==> src/lapc_pkg.sv <==
// Package of constants and types for the loop access panel control block.
`default_nettype none
package lapc_pkg;

  // ----------------------------------------------------------------------
  // Register map (byte addresses on APB)
  // ----------------------------------------------------------------------
  localparam logic [11:0] LAPC_ADDR_CTRL = 12'h000;
  localparam logic [11:0] LAPC_ADDR_KEYS = 12'h004;
  localparam logic [11:0] LAPC_ADDR_SEL = 12'h008;
  localparam logic [11:0] LAPC_ADDR_STAT = 12'h00c;
  localparam logic [11:0] LAPC_ADDR_ADDR = 12'h010;
  localparam logic [11:0] LAPC_ADDR_LAMP = 12'h014;

  // CTRL register fields and reset value.
  localparam int LAPC_CTRL_REMOTE_BIT = 0;
  localparam int LAPC_CTRL_UNIT_BIT = 1;
  localparam logic [1:0] LAPC_CTRL_RESET = 2'h0;

  // KEYS register: write-one pulse bits.
  localparam int LAPC_KEY_DIGIT_BIT = 4;
  localparam int LAPC_KEY_MON_BIT = 8;
  localparam int LAPC_KEY_BRK_BIT = 9;
  localparam int LAPC_KEY_RELEASE_KEY_BIT = 10;
  localparam int LAPC_KEY_RELEASE_CIRCUIT_KEY_BIT = 11;
  localparam int LAPC_KEY_EXT_BIT = 12;
  localparam int LAPC_KEY_METER_ON_KEY_BIT = 13;
  localparam int LAPC_KEY_METER_REVERSE_KEY_BIT = 14;
  localparam int LAPC_KEY_ZERO_BIT = 15;

  // SEL register fields and reset values.
  localparam int LAPC_SEL_FUNC_LSB = 0;
  localparam int LAPC_SEL_PAIR_LSB = 4;
  localparam logic [3:0] LAPC_FUNC_RESET = 4'h1;
  localparam logic [9:0] LAPC_PAIR_RESET = 10'h001;

  // Address digits: four BCD nibbles, blank code shows nothing.
  localparam logic [3:0] LAPC_DIGIT_BLANK = 4'hf;
  localparam logic [1:0] LAPC_DIGITS_PER_FIELD = 2'h2;

  // Matrix relay sense settle time before the fault check is made.
  localparam int LAPC_SETTLE_NS = 1000;
  localparam int LAPC_CLK_NS = 10;
  localparam int LAPC_SETTLE_CYC = LAPC_SETTLE_NS / LAPC_CLK_NS;

  typedef enum logic [1:0] {
    LAPC_IDLE = 2'b00,
    LAPC_SETTLE = 2'b01,
    LAPC_HELD = 2'b10,
    LAPC_FAULTED = 2'b11
  } lapc_state_t;

endpackage : lapc_pkg
`default_nettype wire

==> src/lapc_top.sv <==
// Loop access panel control: keypad address entry, matrix relay drive and test panel gating.
`timescale 1ns/1ns
`default_nettype none
// Operation
// - Remote control blanks displays, ignores panel
// - Monitor on channel unit: monitor relay only
// - Break on channel unit: both relays
// - Break on channel unit: line and equipment buses
// - First two digits bay, next two circuit
// - Readout updates after every keyed digit
// - Remote indicator lit: lamps dark, displays blank
// - Manual operation only while indicator dark
// - Good monitor access keeps monitor key lit
// - Monitor on loop unit lights fault
// - Break: loop unit line bus only
// - Fault on loop monitor, multiple, none
// - Fault held until circuit released
// - Release disconnects and darkens access key
// - Release circuit blanks circuit, keeps bay
// - External measure toggles, inhibits internal, jacks
// - Meter off whenever circuit released
// - Meter on only after full address
// - Meter reverse toggles, swaps meter inputs
// - Function select one-hot, key lit
// - Cable pair one-hot of ten, lit
// - Controller takeover ends manual test

module lapc_top
  import lapc_pkg::*;
(
  input wire logic pclk,
  input wire logic presetn,
  input wire logic psel,
  input wire logic penable,
  input wire logic pwrite,
  input wire logic [11:0] paddr,
  input wire logic [31:0] pwdata,
  output logic [31:0] prdata,
  output logic pready,
  output logic pslverr,
  input wire logic remote_in,
  input wire logic [1:0] relay_sense,
  output logic remote_control_indicator,
  output logic monitor_relay,
  output logic break_relay,
  output logic line_bus_en,
  output logic equip_bus_en,
  output logic ext_route_en,
  output logic meter_on,
  output logic meter_swap,
  output logic jack_en,
  output logic [15:0] address_readout,
  output logic [15:0] lamps
);

  // ----------------------------------------------------------------------
  // Registers
  // ----------------------------------------------------------------------
  logic [2:0] remote_sync_reg;
  logic remote_reg;
  logic loop_unit_reg;
  logic [3:0] digit_reg [0:3];
  logic [2:0] digit_count_reg;
  lapc_state_t state_reg;
  logic brk_mode_reg;
  logic [7:0] settle_reg;
  logic fault_reg;
  logic ext_reg;
  logic meter_reg;
  logic rvs_reg;
  logic zero_reg;
  logic [3:0] func_reg;
  logic [9:0] pair_reg;
  logic [31:0] prdata_next;

  // APB write strobe, taken at the access edge only.
  logic wr_en;
  logic key_wr;
  logic manual_ok;
  logic accessed;
  logic full_addr;
  logic [3:0] key_digit;
  assign wr_en = psel & penable & pwrite;
  assign key_wr = wr_en & (paddr == LAPC_ADDR_KEYS);
  assign manual_ok = ~remote_reg;
  assign accessed = (state_reg == LAPC_HELD);
  assign full_addr = (digit_count_reg == 3'h4);
  assign key_digit = pwdata[3:0];

  // Key press decodes; every panel key is dropped under remote control.
  logic k_digit, k_mon, k_brk, k_release_key, k_rckt, k_ext, k_mtr, k_rvs, k_zero;
  assign k_digit = key_wr & manual_ok & pwdata[LAPC_KEY_DIGIT_BIT] & (key_digit < 4'ha);
  assign k_mon = key_wr & manual_ok & pwdata[LAPC_KEY_MON_BIT];
  assign k_brk = key_wr & manual_ok & pwdata[LAPC_KEY_BRK_BIT];
  assign k_release_key = key_wr & manual_ok & pwdata[LAPC_KEY_RELEASE_KEY_BIT];
  assign k_rckt = key_wr & manual_ok & pwdata[LAPC_KEY_RELEASE_CIRCUIT_KEY_BIT];
  assign k_ext = key_wr & manual_ok & pwdata[LAPC_KEY_EXT_BIT];
  assign k_mtr = key_wr & manual_ok & pwdata[LAPC_KEY_METER_ON_KEY_BIT];
  assign k_rvs = key_wr & manual_ok & pwdata[LAPC_KEY_METER_REVERSE_KEY_BIT];
  assign k_zero = key_wr & manual_ok & pwdata[LAPC_KEY_ZERO_BIT];

  // Any release of the circuit: keys, or controller takeover.
  logic release_any;
  assign release_any = k_release_key | k_rckt | (remote_reg & (state_reg != LAPC_IDLE));

  // ----------------------------------------------------------------------
  // Remote-control input synchroniser
  // ----------------------------------------------------------------------
  // The pin is asynchronous; a change counts once stages two and three agree.
  always_ff @(posedge pclk or negedge presetn)
  begin
    if (!presetn)
    begin
      remote_sync_reg <= 3'h0;
      remote_reg <= 1'b0;
    end
    else
    begin
      remote_sync_reg <= {remote_sync_reg[1:0], remote_in};
      if (remote_sync_reg[1] == remote_sync_reg[2])
        remote_reg <= remote_sync_reg[2];
    end
  end

  // ----------------------------------------------------------------------
  // Configuration register
  // ----------------------------------------------------------------------
  // Unit type of the addressed matrix unit is supplied by software.
  always_ff @(posedge pclk or negedge presetn)
  begin
    if (!presetn)
      loop_unit_reg <= LAPC_CTRL_RESET[LAPC_CTRL_UNIT_BIT];
    else if (wr_en && paddr == LAPC_ADDR_CTRL)
      loop_unit_reg <= pwdata[LAPC_CTRL_UNIT_BIT];
  end

  // ----------------------------------------------------------------------
  // Address digit entry
  // ----------------------------------------------------------------------
  // Digits fill bay then circuit; the count shows the readout at each step.
  always_ff @(posedge pclk or negedge presetn)
  begin
    if (!presetn)
    begin
      for (int i = 0; i < 4; i++)
        digit_reg[i] <= LAPC_DIGIT_BLANK;
      digit_count_reg <= 3'h0;
    end
    else if (k_rckt)
    begin
      // Circuit digits blank, bay digits stay for a new circuit.
      digit_reg[2] <= LAPC_DIGIT_BLANK;
      digit_reg[3] <= LAPC_DIGIT_BLANK;
      if (digit_count_reg > {1'b0, LAPC_DIGITS_PER_FIELD})
        digit_count_reg <= {1'b0, LAPC_DIGITS_PER_FIELD};
    end
    else if (k_digit && !full_addr && state_reg == LAPC_IDLE)
    begin
      digit_reg[digit_count_reg[1:0]] <= key_digit;
      digit_count_reg <= digit_count_reg + 3'h1;
    end
  end

  // ----------------------------------------------------------------------
  // Access state machine and fault lamp
  // ----------------------------------------------------------------------
  // The relay sense is checked only after a settle time so a slow relay is not a fault.
  always_ff @(posedge pclk or negedge presetn)
  begin
    if (!presetn)
    begin
      state_reg <= LAPC_IDLE;
      brk_mode_reg <= 1'b0;
      settle_reg <= 8'h0;
      fault_reg <= 1'b0;
    end
    else
    begin
      case (state_reg)
        LAPC_IDLE:
        begin
          if (k_mon && full_addr && loop_unit_reg)
          begin
            fault_reg <= 1'b1;
            brk_mode_reg <= 1'b0;
            state_reg <= LAPC_FAULTED;
          end
          else if ((k_mon || k_brk) && full_addr)
          begin
            brk_mode_reg <= k_brk;
            settle_reg <= 8'(LAPC_SETTLE_CYC);
            state_reg <= LAPC_SETTLE;
          end
        end
        LAPC_SETTLE:
        begin
          if (release_any)
            state_reg <= LAPC_IDLE;
          else if (settle_reg != 8'h0)
            settle_reg <= settle_reg - 8'h1;
          else if (relay_sense == 2'b01)
            state_reg <= LAPC_HELD;
          else
          begin
            fault_reg <= 1'b1;
            state_reg <= LAPC_FAULTED;
          end
        end
        LAPC_HELD:
        begin
          if (release_any)
            state_reg <= LAPC_IDLE;
        end
        LAPC_FAULTED:
        begin
          if (release_any)
          begin
            fault_reg <= 1'b0;
            state_reg <= LAPC_IDLE;
          end
        end
        default:
          state_reg <= LAPC_IDLE;
      endcase
    end
  end

  // ----------------------------------------------------------------------
  // Meter, external measure and zero check
  // ----------------------------------------------------------------------
  // The meter drops on every release so it never sits across a monitored line.
  always_ff @(posedge pclk or negedge presetn)
  begin
    if (!presetn)
    begin
      meter_reg <= 1'b0;
      ext_reg <= 1'b0;
    end
    else if (release_any)
    begin
      meter_reg <= 1'b0;
      ext_reg <= 1'b0;
    end
    else
    begin
      if (k_mtr && full_addr)
        meter_reg <= 1'b1;
      if (k_ext && accessed)
        ext_reg <= ~ext_reg;
    end
  end

  // Meter reverse and zero check are alternate action keys.
  always_ff @(posedge pclk or negedge presetn)
  begin
    if (!presetn)
    begin
      rvs_reg <= 1'b0;
      zero_reg <= 1'b0;
    end
    else
    begin
      if (k_rvs)
        rvs_reg <= ~rvs_reg;
      if (k_zero)
        zero_reg <= ~zero_reg;
    end
  end

  // ----------------------------------------------------------------------
  // Function and cable pair selection
  // ----------------------------------------------------------------------
  // A field that is not written exactly one-hot keeps its value, as the interlock would refuse it.
  always_ff @(posedge pclk or negedge presetn)
  begin
    if (!presetn)
    begin
      func_reg <= LAPC_FUNC_RESET;
      pair_reg <= LAPC_PAIR_RESET;
    end
    else if (wr_en && manual_ok && paddr == LAPC_ADDR_SEL)
    begin
      if ($onehot(pwdata[LAPC_SEL_FUNC_LSB +: 4]))
        func_reg <= pwdata[LAPC_SEL_FUNC_LSB +: 4];
      if ($onehot(pwdata[LAPC_SEL_PAIR_LSB +: 10]))
        pair_reg <= pwdata[LAPC_SEL_PAIR_LSB +: 10];
    end
  end

  // ----------------------------------------------------------------------
  // Registered outputs
  // ----------------------------------------------------------------------
  // Relays follow the access state; a loop unit break drives only the line bus.
  always_ff @(posedge pclk or negedge presetn)
  begin
    if (!presetn)
    begin
      monitor_relay <= 1'b0;
      break_relay <= 1'b0;
      line_bus_en <= 1'b0;
      equip_bus_en <= 1'b0;
    end
    else
    begin
      monitor_relay <= (state_reg == LAPC_SETTLE || accessed) & ~release_any;
      break_relay <= (state_reg == LAPC_SETTLE || accessed) & ~release_any & brk_mode_reg;
      line_bus_en <= accessed & ~release_any & ~ext_reg;
      equip_bus_en <= accessed & ~release_any & brk_mode_reg & ~loop_unit_reg & ~ext_reg;
    end
  end

  // Panel lamps and readout all go dark under remote control.
  always_ff @(posedge pclk or negedge presetn)
  begin
    if (!presetn)
    begin
      remote_control_indicator <= 1'b0;
      ext_route_en <= 1'b0;
      meter_on <= 1'b0;
      meter_swap <= 1'b0;
      jack_en <= 1'b0;
      address_readout <= {4{LAPC_DIGIT_BLANK}};
      lamps <= 16'h0;
    end
    else
    begin
      remote_control_indicator <= remote_reg;
      ext_route_en <= ext_reg & accessed;
      meter_on <= meter_reg & ~ext_reg & ~remote_reg;
      meter_swap <= rvs_reg & meter_reg;
      jack_en <= accessed & ~ext_reg & ~remote_reg;
      if (remote_reg)
      begin
        address_readout <= {4{LAPC_DIGIT_BLANK}};
        lamps <= 16'h0;
      end
      else
      begin
        address_readout <= {digit_reg[0], digit_reg[1], digit_reg[2], digit_reg[3]};
        lamps <= {func_reg, zero_reg, rvs_reg, meter_reg, ext_reg, fault_reg,
                  accessed & brk_mode_reg, accessed & ~brk_mode_reg, 5'h0};
      end
    end
  end

  // ----------------------------------------------------------------------
  // APB slave: zero wait states, unmapped reads zero with an error
  // ----------------------------------------------------------------------
  always_comb
  begin
    prdata_next = 32'h0;
    case (paddr)
      LAPC_ADDR_CTRL: prdata_next = {30'h0, loop_unit_reg, remote_reg};
      LAPC_ADDR_KEYS: prdata_next = 32'h0;
      LAPC_ADDR_SEL: prdata_next = {18'h0, pair_reg, func_reg};
      LAPC_ADDR_STAT: prdata_next = {22'h0, relay_sense, zero_reg, rvs_reg, meter_reg, ext_reg,
                                     fault_reg, brk_mode_reg, state_reg};
      LAPC_ADDR_ADDR: prdata_next = {13'h0, digit_count_reg,
                                     digit_reg[0], digit_reg[1], digit_reg[2], digit_reg[3]};
      LAPC_ADDR_LAMP: prdata_next = {6'h0, pair_reg, lamps};
      default: prdata_next = 32'h0;
    endcase
  end

  // Read data and the answer are registered in the setup cycle so they stand in the access cycle.
  always_ff @(posedge pclk or negedge presetn)
  begin
    if (!presetn)
    begin
      prdata <= 32'h0;
      pready <= 1'b0;
      pslverr <= 1'b0;
    end
    else
    begin
      pready <= psel & ~penable;
      prdata <= (psel & ~penable & ~pwrite) ? prdata_next : 32'h0;
      pslverr <= psel & ~penable & ~(paddr inside {LAPC_ADDR_CTRL, LAPC_ADDR_KEYS, LAPC_ADDR_SEL,
                                                  LAPC_ADDR_STAT, LAPC_ADDR_ADDR, LAPC_ADDR_LAMP});
    end
  end

endmodule // lapc_top
`default_nettype wire

==> config.mk <==
export PLATFORM = sky130hd
export DESIGN_NAME = lapc_top
export DESIGN_NICKNAME = d
export VERILOG_FILES = /design/src/lapc_pkg.sv /design/src/lapc_top.sv
export SDC_FILE = /design/constraint.sdc
export NUM_CORES = 1
export LEC_CHECK = 0
export ABC_AREA = 1
export ABC_CLOCK_PERIOD_IN_PS = 2650
export BUFFER_PORTS_ARGS = -buffer_cell sky130_fd_sc_hd__clkbuf_2
export CORE_ASPECT_RATIO = 0.7
export CORE_MARGIN = 1
export CORE_UTILIZATION = 45
export DETAILED_ROUTE_END_ITERATION = 8
export PLACE_DENSITY = 0.68
export SYNTH_ARGS = -nofsm -noshare
export SYNTH_HDL_FRONTEND = slang
export SYNTH_SLANG_ARGS = --single-unit
==> constraint.sdc <==
create_clock -name pclk -period 2.65 [get_ports pclk]
set_input_delay 0.265 -clock pclk [delete_from_list [all_inputs] [get_ports pclk]]
set_output_delay 0.265 -clock pclk [all_outputs]
set_load 0.01 [all_outputs]
; ---- Word-level counts from Yosys, hierarchy flattened
; Cells that the tools add are included.
[totals]
ff_bits = 129
inputBits = 52
out_inout_bits = 75
elab_cells = 192
[classes]
n_addsub = 14
magnitude_cmp = 4
n_eq_ne = 25
n_mux = 36
n_bitwise = 47
reduce_logical = 34
[op_table]
columns = op, count
row1 = 26-bit one-hot mux with 5 select lines, 1
row2 = 8-bit 2-to-1 mux, 6
row3 = 1-bit AND, 33
row4 = 16-bit 2-to-1 mux, 2
row5 = 32-bit 2-to-1 mux, 1
row6 = "12-bit by 4-bit equality test with 1-bit output, second input constant", 2
row7 = "12-bit by 5-bit equality test with 1-bit output, second input constant", 2
row8 = 16-bit bitwise mux, 1
row9 = 8-bit one-hot mux with 2 select lines, 1
row10 = 1-bit by 1-bit adder with 2-bit output, 7
row11 = "12-bit by 3-bit equality test with 1-bit output, second input constant", 1
row12 = 12-bit logical NOT, 1
row13 = 1-bit 2-to-1 mux, 12
row14 = "2-bit inequality test, second input constant", 6
row15 = 2-bit nonzero test, 6
row16 = 1-bit logical AND, 11
row17 = 1-bit inverter, 11
row18 = 2-bit 2-to-1 mux, 5
row19 = 2-bit AND reduction, 5
row20 = 2-bit by 2-bit adder with 3-bit output, 3
row21 = 3-bit 2-to-1 mux, 3
row22 = 4-bit demux with 2-bit select, 1
row23 = "2-bit by 1-bit inequality test with 1-bit output, second input constant", 4
row24 = 8-bit nonzero test, 1
row25 = 30 further kinds, 34

; ---- Logic depth before layout (Yosys ltp)
; Gate-level depths: netlist of run 1.
[depth]
depth_word = 12
depth_mapped = 15
depth_no_buf = 14

; ---- Worst setup path before layout of run 1
; Ideal clock, no wire load.
[synth_path]
path_kind = input to register
startpoint = input pwdata[4]
endpoint = register pair_reg[2]
setup_ns = 0.117
arrival_time_ns = 3.218
t_required_ns = 2.533
path_slack_ns = -0.684
stages = 14
path_buffers = 1
cell_sequence = fa_1 -> fa_1 -> inv_1 -> fa_1 -> inv_1 -> ha_1 -> inv_1 -> fa_1 -> o211ai_1 -> nor2_1 -> nand2_4 -> buf_6 -> nand2_1 -> nand2_1
[synth_between]
elab_chain_cells = 6
[synth_rtl]
columns = item, line_no
row1 = start: declaration, lapc_top.sv:37  ; input wire logic [31:0] pwdata,
row2 = 1-bit by 1-bit adder with 2-bit output, lapc_top.sv:285  ; if ($onehot(pwdata[LAPC_SEL_PAIR_LSB +: 10]))
row3 = 2-bit by 2-bit adder with 3-bit output, lapc_top.sv:285
row4 = 3-bit by 3-bit adder with 4-bit output, lapc_top.sv:285
row5 = 4-bit by 2-bit adder with 4-bit output, lapc_top.sv:285
row6 = 4-bit by 1-bit equality test with 1-bit output, lapc_top.sv:285
row7 = 2-bit AND reduction (no source line), --
row8 = end signal: assignment, lapc_top.sv:286  ; pair_reg <= pwdata[LAPC_SEL_PAIR_LSB +: 10];
row9 = end: declaration, lapc_top.sv:73  ; logic [9:0] pair_reg;
; No other way between the ends.
; A chain may end at the register's enable or synchronous reset.

; ---- Worst setup path in the final report of run 1
[layout_path]
startpoint = input pwdata[4]
endpoint = register pair_reg[7]
; Same word-level chain as after synthesis.

==> impl_metrics.csv, run 1 <==
group,metric,value,unit
layout,antenna_cells,0,
yosys,yosys.area.top_type,"dfrtp_1",
timing,skew,0.00764,ns
die,dieArea,12900,um^2
worst_setup_path,slowest_stage,"fa_1",
yosys,synth_cells,621,
yosys,synthTopCellsByArea,"dfrtp_1, dfstp_2, nand2_1, inv_1, nor2_1",
timing,worst_slew_pin_slew,0.677,ns
timing,fin_ws,-0.241,ns
route,wire_per_inst,16.2,um
worst_setup_path,max_stage_delay,0.51,ns
pwr,cellPowerDensity,788,nW/um^2
layout,area_growth,23.3,%
grt,grt_pass1_wl,23.5,mm
worst_setup_path,worst-endpoint-arrival,3.19,ns
outcome,failed_checks,"setup timing",
yosys,ys_seq_elements,118,
layout,stdcell_count,914,
route,num_vias,4701,
grt,grtUsageTotal,24.8,%
yosys,synth_cell_type_count,43,
timing,fin_crit,2.89,ns
worst_setup_path,end_kind,"flop",
grt,grt_pass1_vias,4526,
yosys,mappedNetlistArea,5600,um^2
die,core-area,11900,um^2
yosys,ys_warn_count,0,
placement,portBuffers,99,
layout,nets,817,
yosys,synth-main-ff-cell,"dfrtp_1",
outcome,status,"complete, but fails checks",
die,ioPinCount,127,
yosys,synthArstFlopShare,100,%
clocking,cts_inserted_buffers,17,
layout,nFillCells,1060,
grt,overflow,0,
placement,place_ws,-0.684,ns
placement,dp.cells,880,
clocking,insertion_delay,0.41,ns
worst_setup_path,crit_type,"input port to flop",
yosys,ys_seq_area_share,53.5,%
grt,antenna_found_initial,0,
die,row_count,33,
route,vias_per_cell,5.14,
yosys,synth_edf_count,0,
hold_path,hold_path.class,"input port to flop",
pwr,report.power.total,5.44,mW
layout,largest_register_ffs,26,
worst_setup_path,cp_common_cell,"fa_1",
timing,hold_violations,0,
yosys,synth_top_area_share,37.5,%
clocking,cts_tree,"yes",
route,wirelength,14.8,mm
worst_setup_path,cp.required,2.95,ns
timing,setup_viol,10,
worst_setup_path,cp_max_fo,13,
route,drt_first_pass_iters,6,
clocking,htree_levels,4,
worst_setup_path,cp-start-kind,"input port",
placement,dp_hpwl,10.9,mm
clocking,cts.sinks,118,
timing,timing.final.max_slew_violations,0,
route,ant_nets,0,
layout,drive_gt1_share,28.1,%
die,dieHeight,95.3,um
placement,place_congestion,0.878,
run,cap_violations,0,
die,initial_core_util,46.9,%
pwr,p_leak,3.55,nW
timing,post-route-period-util,109,%
timing,max_freq,0.346,GHz
clocking,root_buffer,"clkbuf_16",
grt,grt_max_degree,52,
timing,slew_headroom,54.9,%
layout,register_area,3000,um^2
clocking,cts.reportedPaths.clkPinSlew,0.05,ns
layout,multi_input_area,2170,um^2
clocking,cts_buffer_depth,2,
worst_setup_path,crit_chain,"clkbuf_2 -> fa_1 -> fa_1 -> inv_1 -> fa_1 -> inv_1 -> ha_1 -> inv_1 -> fa_1 -> o211ai_1 -> nor2_2 -> nand2_4 -> nand2_1 -> o21ai_2",
route,drc_errors,0,
die,die_x,135,um
timing,rsz0062_at_grt,"true",
route,first_iter_violations,441,
pwr,ir_drop,0.534,mV
yosys,avgSynthCellArea,9.02,um^2
worst max-delay path, delay by kind of cell:
family	cells	cell delay (ns)
adder cells (fa/ha/maj)	5	2.07
AND/OR/NAND/NOR	3	0.43
buffers and inverters	4	0.26
AO/OA/AOI/OAI	2	0.15
worst paths after layout:
| path | slack [ns] | cells past startpoint | end | start |
|---|---|---|---|---|
| setup / recovery | -0.24 | 14 | pair_reg[7] | pwdata[4] |
| hold / removal | 0.04 | 2 | pready | penable |
| setup reg to reg | 0.50 | 10 | settle_reg[2] | state_reg[0] |
| hold reg to reg | 0.35 | 0 | remote_sync_reg[1] | remote_sync_reg[0] |
| max in group asynchronous | 1.47 | 3 | pair_reg[0] | presetn |
| min in group asynchronous | 0.44 | 2 | prdata[13] | presetn |
area by class of cell:
class                   count  share of cell area, %
well taps                 157                   2.85
clock buffers              21                   6.53
multi-input cells         400                   31.5
repair buffers            114                   9.10
inverters                  93                   5.09
flip-flops and latches    118                   43.4
clock inverters            11                   1.58
Yosys cell counts, types with 3 or more instances:
| master | count |
|---|---|
| nand2_1 | 120 |
| inv_1 | 86 |
| dfrtp_1 | 84 |
| nor2_1 | 67 |
| nand3_1 | 47 |
| dfstp_2 | 34 |
| a21oi_1 | 25 |
| o21ai_0 | 25 |
| ha_1 | 14 |
| o21ai_1 | 14 |
| buf_4 | 11 |
| nor3_1 | 10 |
| o22ai_1 | 10 |
| o21bai_1 | 8 |
| fa_1 | 7 |
| clkbuf_1 | 5 |
| inv_2 | 5 |
| nand2_4 | 5 |
| nand2_2 | 4 |
| or2_2 | 4 |
| o21a_1 | 3 |
| o21ai_2 | 3 |
| xor2_1 | 3 |
cells in the final DEF, fill, tap and decap left out, types with 5 or more instances in the layout:
cell type / instances
clkbuf_2: 98
o21ai_0: 25
o21ai_1: 14
clkinv_2: 10
nand2_4: 5
nor3_1: 10
buf_4: 13
clkbuf_16: 17
fa_1: 7
dfstp_2: 34
nor2_1: 65
inv_2: 5
nand2_2: 5
ha_1: 14
conb_1: 11
nand2_1: 119
a21oi_1: 25
o21bai_1: 8
nand3_1: 47
inv_1: 86
o22ai_1: 10
dfrtp_1: 84
per-layer routing:
| layer | share of wire, % | wire (um) | GRT usage [%] |
|---|---|---|---|
| met5 | 0 | 0 | 0 |
| met4 | 1.8 | 263 | 10.3 |
| met3 | 7.9 | 1170 | 5.10 |
| met2 | 44 | 6450 | 36.8 |
| met1 | 47 | 6940 | 35.5 |
kinds of logic (layout without fill, tap and decap cells):
family	count (synthesis)	after routing	share of synthesized area, %
AND/OR/NAND/NOR	270	270	21.8
flip-flops	118	118	53.5
buffers and inverters	113	239	8.53
AO/OA/AOI/OAI	94	94	9.83
adder cells (fa/ha/maj)	22	22	5.81
XOR/XNOR	3	3	0.469
other	1	11	0.0670
what timing repair did:
| item | in CTS | in global routing |
|---|---|---|
| hold buffers | 2 | 0 |
| gates cloned | 0 | 0 |
| gates resized for setup | 0 | 2 |
| buffers inserted | 0 | 0 |
| endpoints found under the setup margin | 10 | 11 |
| endpoints found under the hold margin | 33 | 0 |
per-stage QoR:
stage | area [um^2] | hold slack (ns) | TNS [ns] | util (%)
floorplan | 5640 | -0.0306 | -5.58 | -
global placement | 6320 | 0.335 | -5.81 | 53.0
detailed placement | 6320 | 0.336 | -6.63 | 53.0
CTS | 6900 | 0.0386 | -2.34 | 57.8
global route | 6900 | 0.0537 | -3.89 | 57.8
finish | 6900 | 0.0437 | -2.15 | 57.8
where the power goes:
| group | total, mW | switching (mW) | internal, mW |
|---|---|---|---|
| Combinational | 1.22 | 0.806 | 0.415 |
| Sequential | 2.03 | 0.0861 | 1.94 |
| Clock | 2.19 | 0.796 | 1.39 |
| Total | 5.44 | 1.69 | 3.75 |
Note: power is estimated with default switching activity, not from simulation.
==> run 2, diff against run 1 <==
--- a/config.mk
+++ b/config.mk
@@ -8,11 +8,13 @@
 export ABC_AREA = 1
 export ABC_CLOCK_PERIOD_IN_PS = 2650
 export BUFFER_PORTS_ARGS = -buffer_cell sky130_fd_sc_hd__clkbuf_2
+export CELL_PAD_IN_SITES_DETAIL_PLACEMENT = 1
+export CELL_PAD_IN_SITES_GLOBAL_PLACEMENT = 1
 export CORE_ASPECT_RATIO = 0.7
 export CORE_MARGIN = 1
-export CORE_UTILIZATION = 45
+export CORE_UTILIZATION = 44
 export DETAILED_ROUTE_END_ITERATION = 8
-export PLACE_DENSITY = 0.68
+export PLACE_DENSITY_LB_ADDON = 0.1
 export SYNTH_ARGS = -nofsm -noshare
 export SYNTH_HDL_FRONTEND = slang
 export SYNTH_SLANG_ARGS = --single-unit
==> run 2 against run 1 <==
The flow still finishes with violations (setup timing). Utilization fell by 1.3 points. Worst hold slack improved by 0.028 ns. Total power rose by 4.4%. Sequential power barely moved. Critical path depth did not move. First-iteration DRC count fell by 31%. Via count rose by 3.0%. Critical path type unchanged. Largest power group unchanged. Highest routed layer unchanged.
==> impl_metrics.csv, run 2 (synthesized netlist as in run 1, its figures left out) <==
group,metric,value,unit
pwr,cellPowerDensity,808,nW/um^2
placement,portBuffers,99,
clocking,cts.reportedPaths.clkPinSlew,0.06,ns
layout,register_area,3000,um^2
die,die_x,137,um
die,initial_core_util,45.1,%
timing,fin_crit,3.05,ns
worst_setup_path,end_kind,"flop",
clocking,insertion_delay,0.42,ns
pwr,sw_frac_of_total,33.3,%
grt,antenna_found_initial,0,
clocking,cts.sinks,118,
layout,drive_gt1_share,30.1,%
placement,dp.cells,887,
worst_setup_path,cp_max_fo,7,
pwr,report.power.total,5.68,mW
worst_setup_path,critPathCapture,"pair_reg[5]",
worst_setup_path,cp-start-kind,"input port",
timing,rsz0062_at_grt,"true",
hold_path,hold_path.class,"input port to flop",
worst_setup_path,cp_common_cell,"fa_1",
layout,stdcell_count,924,
outcome,failed_checks,"setup timing",
worst_setup_path,reg2reg_slack,0.33,ns
layout,antenna_cells,0,
die,dieHeight,96.4,um
grt,overflow,0,
route,first_iter_violations,304,
pwr,intPower,3.79,mW
grt,grt_pass1_vias,4913,
pwr,clockPowerShare,41.1,%
route,drc_errors,0,
timing,hold_violations,0,
pwr,seqPwrFrac,35.7,%
layout,largest_register_ffs,26,
route,vias_per_cell,5.24,
route,drt_first_pass_iters,4,
timing,hold_slack,0.0715,ns
layout,area_growth,25.5,%
worst_setup_path,slowest_stage,"fa_1",
outcome,status,"complete, but fails checks",
run,cap_violations,0,
worst_setup_path,r2r_start,"state_reg[0]",
timing,tns,-3.81,ns
clocking,root_buffer,"clkbuf_16",
timing,worst_slew_pin_slew,0.662,ns
route,wire_per_inst,19.1,um
placement,dp_hpwl,13.1,mm
timing,slew_headroom,55.8,%
grt,grt_max_degree,51,
pwr,ir_drop,0.543,mV
pwr,comb_power_share,23.2,%
route,ant_nets,0,
die,core-area,12400,um^2
grt,grtUsageTotal,28.2,%
pwr,p_leak,3.59,nW
timing,fin_ws,-0.405,ns
clocking,htree_levels,4,
die,ioPinCount,127,
clocking,cts_buffer_depth,2,
worst_setup_path,startpoint,"pwdata[9]",
worst_setup_path,cp.required,3.00,ns
timing,skew,0.00682,ns
worst_setup_path,worst-endpoint-arrival,3.40,ns
worst_setup_path,crit_type,"input port to flop",
worst_setup_path,reg2reg_to,"settle_reg[1]",
route,num_vias,4842,
layout,nets,822,
layout,final_common_cell,"nand2_1",
hold_path,hp-start,"penable",
layout,multi_input_area,2210,um^2
timing,max_freq,0.327,GHz
worst_setup_path,worstRegToRegCells,10,
grt,grt_pass1_wl,27.0,mm
timing,post-route-period-util,115,%
layout,nFillCells,1473,
clocking,cts_inserted_buffers,17,
worst_setup_path,max_stage_delay,0.52,ns
timing,setup_viol,10,
timing,timing.final.max_slew_violations,0,
pwr,switching_power,1.89,mW
layout,layout_common_cells,"nand2_1, clkbuf_2, inv_1, dfrtp_1, nor2_1",
route,wirelength,17.6,mm
die,row_count,34,
placement,place_ws,-0.757,ns
placement,place_congestion,0.889,
clocking,cts_tree,"yes",
worst_setup_path,crit_chain,"buf_6 -> fa_1 -> fa_1 -> inv_2 -> fa_1 -> inv_1 -> ha_2 -> inv_2 -> fa_1 -> o211ai_1 -> nor2_4 -> buf_6 -> nand3_1 -> nand2_1",
die,dieArea,13200,um^2
==> run 2: stage by stage <==
| step | instance area (um^2) | utilization [%] |
|---|---|---|
| 2_1_floorplan | 5640 | - |
| 3_3_place_gp | 6340 | 51.0 |
| 3_5_place_dp | 6340 | 51.0 |
| 4_1_cts | 6960 | 56.0 |
| 5_1_grt | 7030 | 56.6 |
| 6_report | 7030 | 56.6 |
==> run 2: power groups by stage <==
| stage | clock network [mW] | logic, mW | registers, mW |
|---|---|---|---|
| final | 2.33 | 1.32 | 2.03 |
| after global routing | 2.44 | 1.49 | 2.05 |
| after CTS | 2.36 | 1.27 | 2.03 |
| after detailed placement | 0 | 1.25 | 2.06 |
| after global placement | 0 | 1.18 | 2.05 |
| after floorplan | 0 | 0.823 | 2.06 |
==> run 2: worst min-delay path by stage <==
stage                                to  slack [ns]  cells past startpoint
5_1_grt                          pready        0.09                      2
3_3_place_gp   remote_control_indicator        0.27                      1
3_5_place_dp   remote_control_indicator        0.28                      1
6_report                         pready        0.07                      2
2_1_floorplan               break_relay       -0.03                      0
4_1_cts                          pready        0.06                      2
==> run 2: critical path: cells and delay by family <==
kind	cells	cell delay, ns
simple gates	3	0.42
compound gates	1	0.15
buf+inv	5	0.41
fa+ha+maj	5	2.16
==> run 2: layer usage <==
layer	track usage [%]	routed length, um	vias up
met4	8.33	261	0
met5	0	0	-
met2	45.3	8320	154
li1	-	-	2213
met3	5.43	1050	19
met1	39.2	7980	2456
==> run 2: area by class of cell <==
class                   instances  area share [%]
well taps                     162            2.88
repair buffers                118            9.65
flip-flops and latches        118            42.6
clock buffers                  17            6.05
inverters                      93            5.00
multi-input cells             401            31.4
clock inverters                15            2.40
==> run 2: what timing repair did <==
| action | CTS | global route |
|---|---|---|
| hold endpoints to repair | 21 | 0 |
| buffers inserted | 0 | 2 |
| endpoints found under the setup margin | 10 | 17 |
| gates resized for setup | 2 | 18 |
| gates cloned | 0 | 1 |
| hold buffers | 2 | 0 |
| pin swaps | 0 | 3 |
==> run 3, diff against run 2 <==
--- a/config.mk
+++ b/config.mk
@@ -8,13 +8,11 @@
 export ABC_AREA = 1
 export ABC_CLOCK_PERIOD_IN_PS = 2650
 export BUFFER_PORTS_ARGS = -buffer_cell sky130_fd_sc_hd__clkbuf_2
-export CELL_PAD_IN_SITES_DETAIL_PLACEMENT = 1
-export CELL_PAD_IN_SITES_GLOBAL_PLACEMENT = 1
 export CORE_ASPECT_RATIO = 0.7
 export CORE_MARGIN = 1
-export CORE_UTILIZATION = 44
+export CORE_UTILIZATION = 58
 export DETAILED_ROUTE_END_ITERATION = 8
-export PLACE_DENSITY_LB_ADDON = 0.1
+export PLACE_DENSITY = 0.85
 export SYNTH_ARGS = -nofsm -noshare
 export SYNTH_HDL_FRONTEND = slang
 export SYNTH_SLANG_ARGS = --single-unit
==> run 3 against run 2 <==
The run still ends with setup timing left. Worst hold slack worse by 0.0056 ns. Via count up 4.1%. Total power up 0.11%. Largest power group unchanged. Highest routed layer unchanged.
==> impl_metrics.csv, run 3 (synthesized netlist as in run 1, its figures left out) <==
group,metric,value,unit
timing,setup_viol,10,
grt,grt_pass1_wl,24.7,mm
worst_setup_path,cp.required,2.95,ns
pwr,clockPowerShare,41.8,%
placement,place_congestion,1.00,
layout,multi_input_area,2180,um^2
pwr,ir_drop,0.577,mV
layout,final_common_cell,"nand2_1",
worst_setup_path,cp_max_fo,13,
layout,nets,819,
die,core-area,9220,um^2
layout,antenna_cells,0,
layout,stdcell_area,6960,um^2
layout,register_area,3000,um^2
route,wirelength,15.5,mm
grt,antenna_found_initial,0,
layout,area_growth,24.3,%
timing,post-route-period-util,111,%
layout,layout_common_cells,"nand2_1, clkbuf_2, inv_1, dfrtp_1, nor2_1",
route,wire_per_inst,17.6,um
die,row_count,29,
layout,largest_register_ffs,26,
timing,tns,-2.53,ns
outcome,failed_checks,"setup timing",
grt,grt_max_degree,50,
pwr,seqPwrFrac,35.9,%
timing,hold_slack,0.0659,ns
pwr,p_leak,3.58,nW
route,num_vias,5042,
clocking,cts_inserted_buffers,17,
clocking,root_buffer,"clkbuf_16",
worst_setup_path,end_kind,"flop",
timing,worst_slew_pin_slew,0.627,ns
clocking,cts.reportedPaths.clkPinSlew,0.05,ns
route,first_iter_violations,853,
clocking,cts_tree,"yes",
hold_path,hold_path.class,"input port to flop",
clocking,htree_levels,4,
pwr,sw_frac_of_total,31.8,%
placement,placed_area,6280,um^2
route,drt_first_pass_iters,7,
placement,place_ws,-0.711,ns
clocking,cts_buffer_depth,2,
die,die_x,119,um
timing,fin_crit,2.94,ns
worst_setup_path,worst-endpoint-arrival,3.24,ns
worst_setup_path,crit_type,"input port to flop",
timing,timing.final.max_slew_violations,0,
route,vias_per_cell,5.71,
pwr,cellPowerDensity,817,nW/um^2
layout,fin_util,75.5,%
run,cap_violations,0,
timing,rsz0062_at_grt,"true",
pwr,comb_power_share,22.3,%
layout,drive_gt1_share,29.0,%
grt,grt_pass1_vias,4808,
timing,skew,0.0105,ns
die,dieArea,10100,um^2
timing,slew_headroom,58.0,%
placement,dp_hpwl,10.8,mm
worst_setup_path,cp-start-kind,"input port",
clocking,cts.sinks,118,
pwr,switching_power,1.81,mW
die,dieHeight,84.2,um
pwr,intPower,3.88,mW
timing,fin_ws,-0.288,ns
timing,hold_violations,0,
timing,max_freq,0.340,GHz
outcome,status,"complete, but fails checks",
die,ioPinCount,127,
die,initial_core_util,60.8,%
layout,nFillCells,625,
clocking,insertion_delay,0.42,ns
grt,grtUsageTotal,33.0,%
route,drc_errors,0,
grt,overflow,0,
route,ant_nets,0,
placement,portBuffers,99,
run 3: power groups by stage:
stage | clock network (mW) | registers [mW] | logic, mW
floorplan | 0 | 2.06 | 0.823
global placement | 0 | 2.05 | 1.12
detailed placement | 0 | 2.06 | 1.19
CTS | 2.37 | 2.04 | 1.24
global route | 2.45 | 2.05 | 1.41
finish | 2.38 | 2.04 | 1.27
run 3: worst max-delay path, cell delays in order:
cell      delay [ns]
buf_2           0.13
fa_1            0.49
fa_1            0.49
inv_1           0.05
fa_1            0.44
inv_2           0.09
ha_4            0.13
inv_2           0.03
fa_1            0.47
o211ai_1        0.10
nor2_2          0.18
nand2_4         0.14
nand2_1         0.14
nand2_1         0.06
run 3: path summary, 6_finish.rpt:
kind,from,endpoint,slack [ns],cells past startpoint
setup / recovery,pwdata[9],pair_reg[2],-0.29,14
hold reg to reg,remote_sync_reg[0],remote_sync_reg[1],0.35,0
setup reg to reg,state_reg[1],settle_reg[0],0.29,10
hold / removal,penable,pready,0.07,2
max in group asynchronous,presetn,prdata[0],1.49,3
min in group asynchronous,presetn,prdata[21],0.41,2
run 3: layout make-up:
cell class	instances	area share, %
Clock buffer	20	6.87
Sequential cell	118	43.0
Multi-Input combinational cell	400	31.4
Tap cell	124	2.23
Clock inverter	12	2.00
Inverter	93	5.05
Timing Repair Buffer	116	9.44
run 3: per-layer routing:
layer	share of wire, %	vias up	track usage (%)
met3	13	60	13.0
met2	46	374	51.1
met1	39	2395	43.4
met4	2.6	0	9.89
li1	-	2213	-
met5	0	-	0
run 3: through the flow:
| step | cells | power, mW |
|---|---|---|
| after floorplan | 631 | 2.88 |
| after global placement | 847 | 3.18 |
| after detailed placement | 847 | 3.26 |
| after CTS | 883 | 5.65 |
| after global routing | 883 | 5.91 |
| final | 883 | 5.69 |
run 3: what timing repair did:
item	CTS	global route
resized for setup	7	2
setup endpoints to repair	10	10
setup buffers	2	0
gates cloned	0	0
pin swaps	1	0
hold buffers	2	0
hold endpoints to repair	26	0
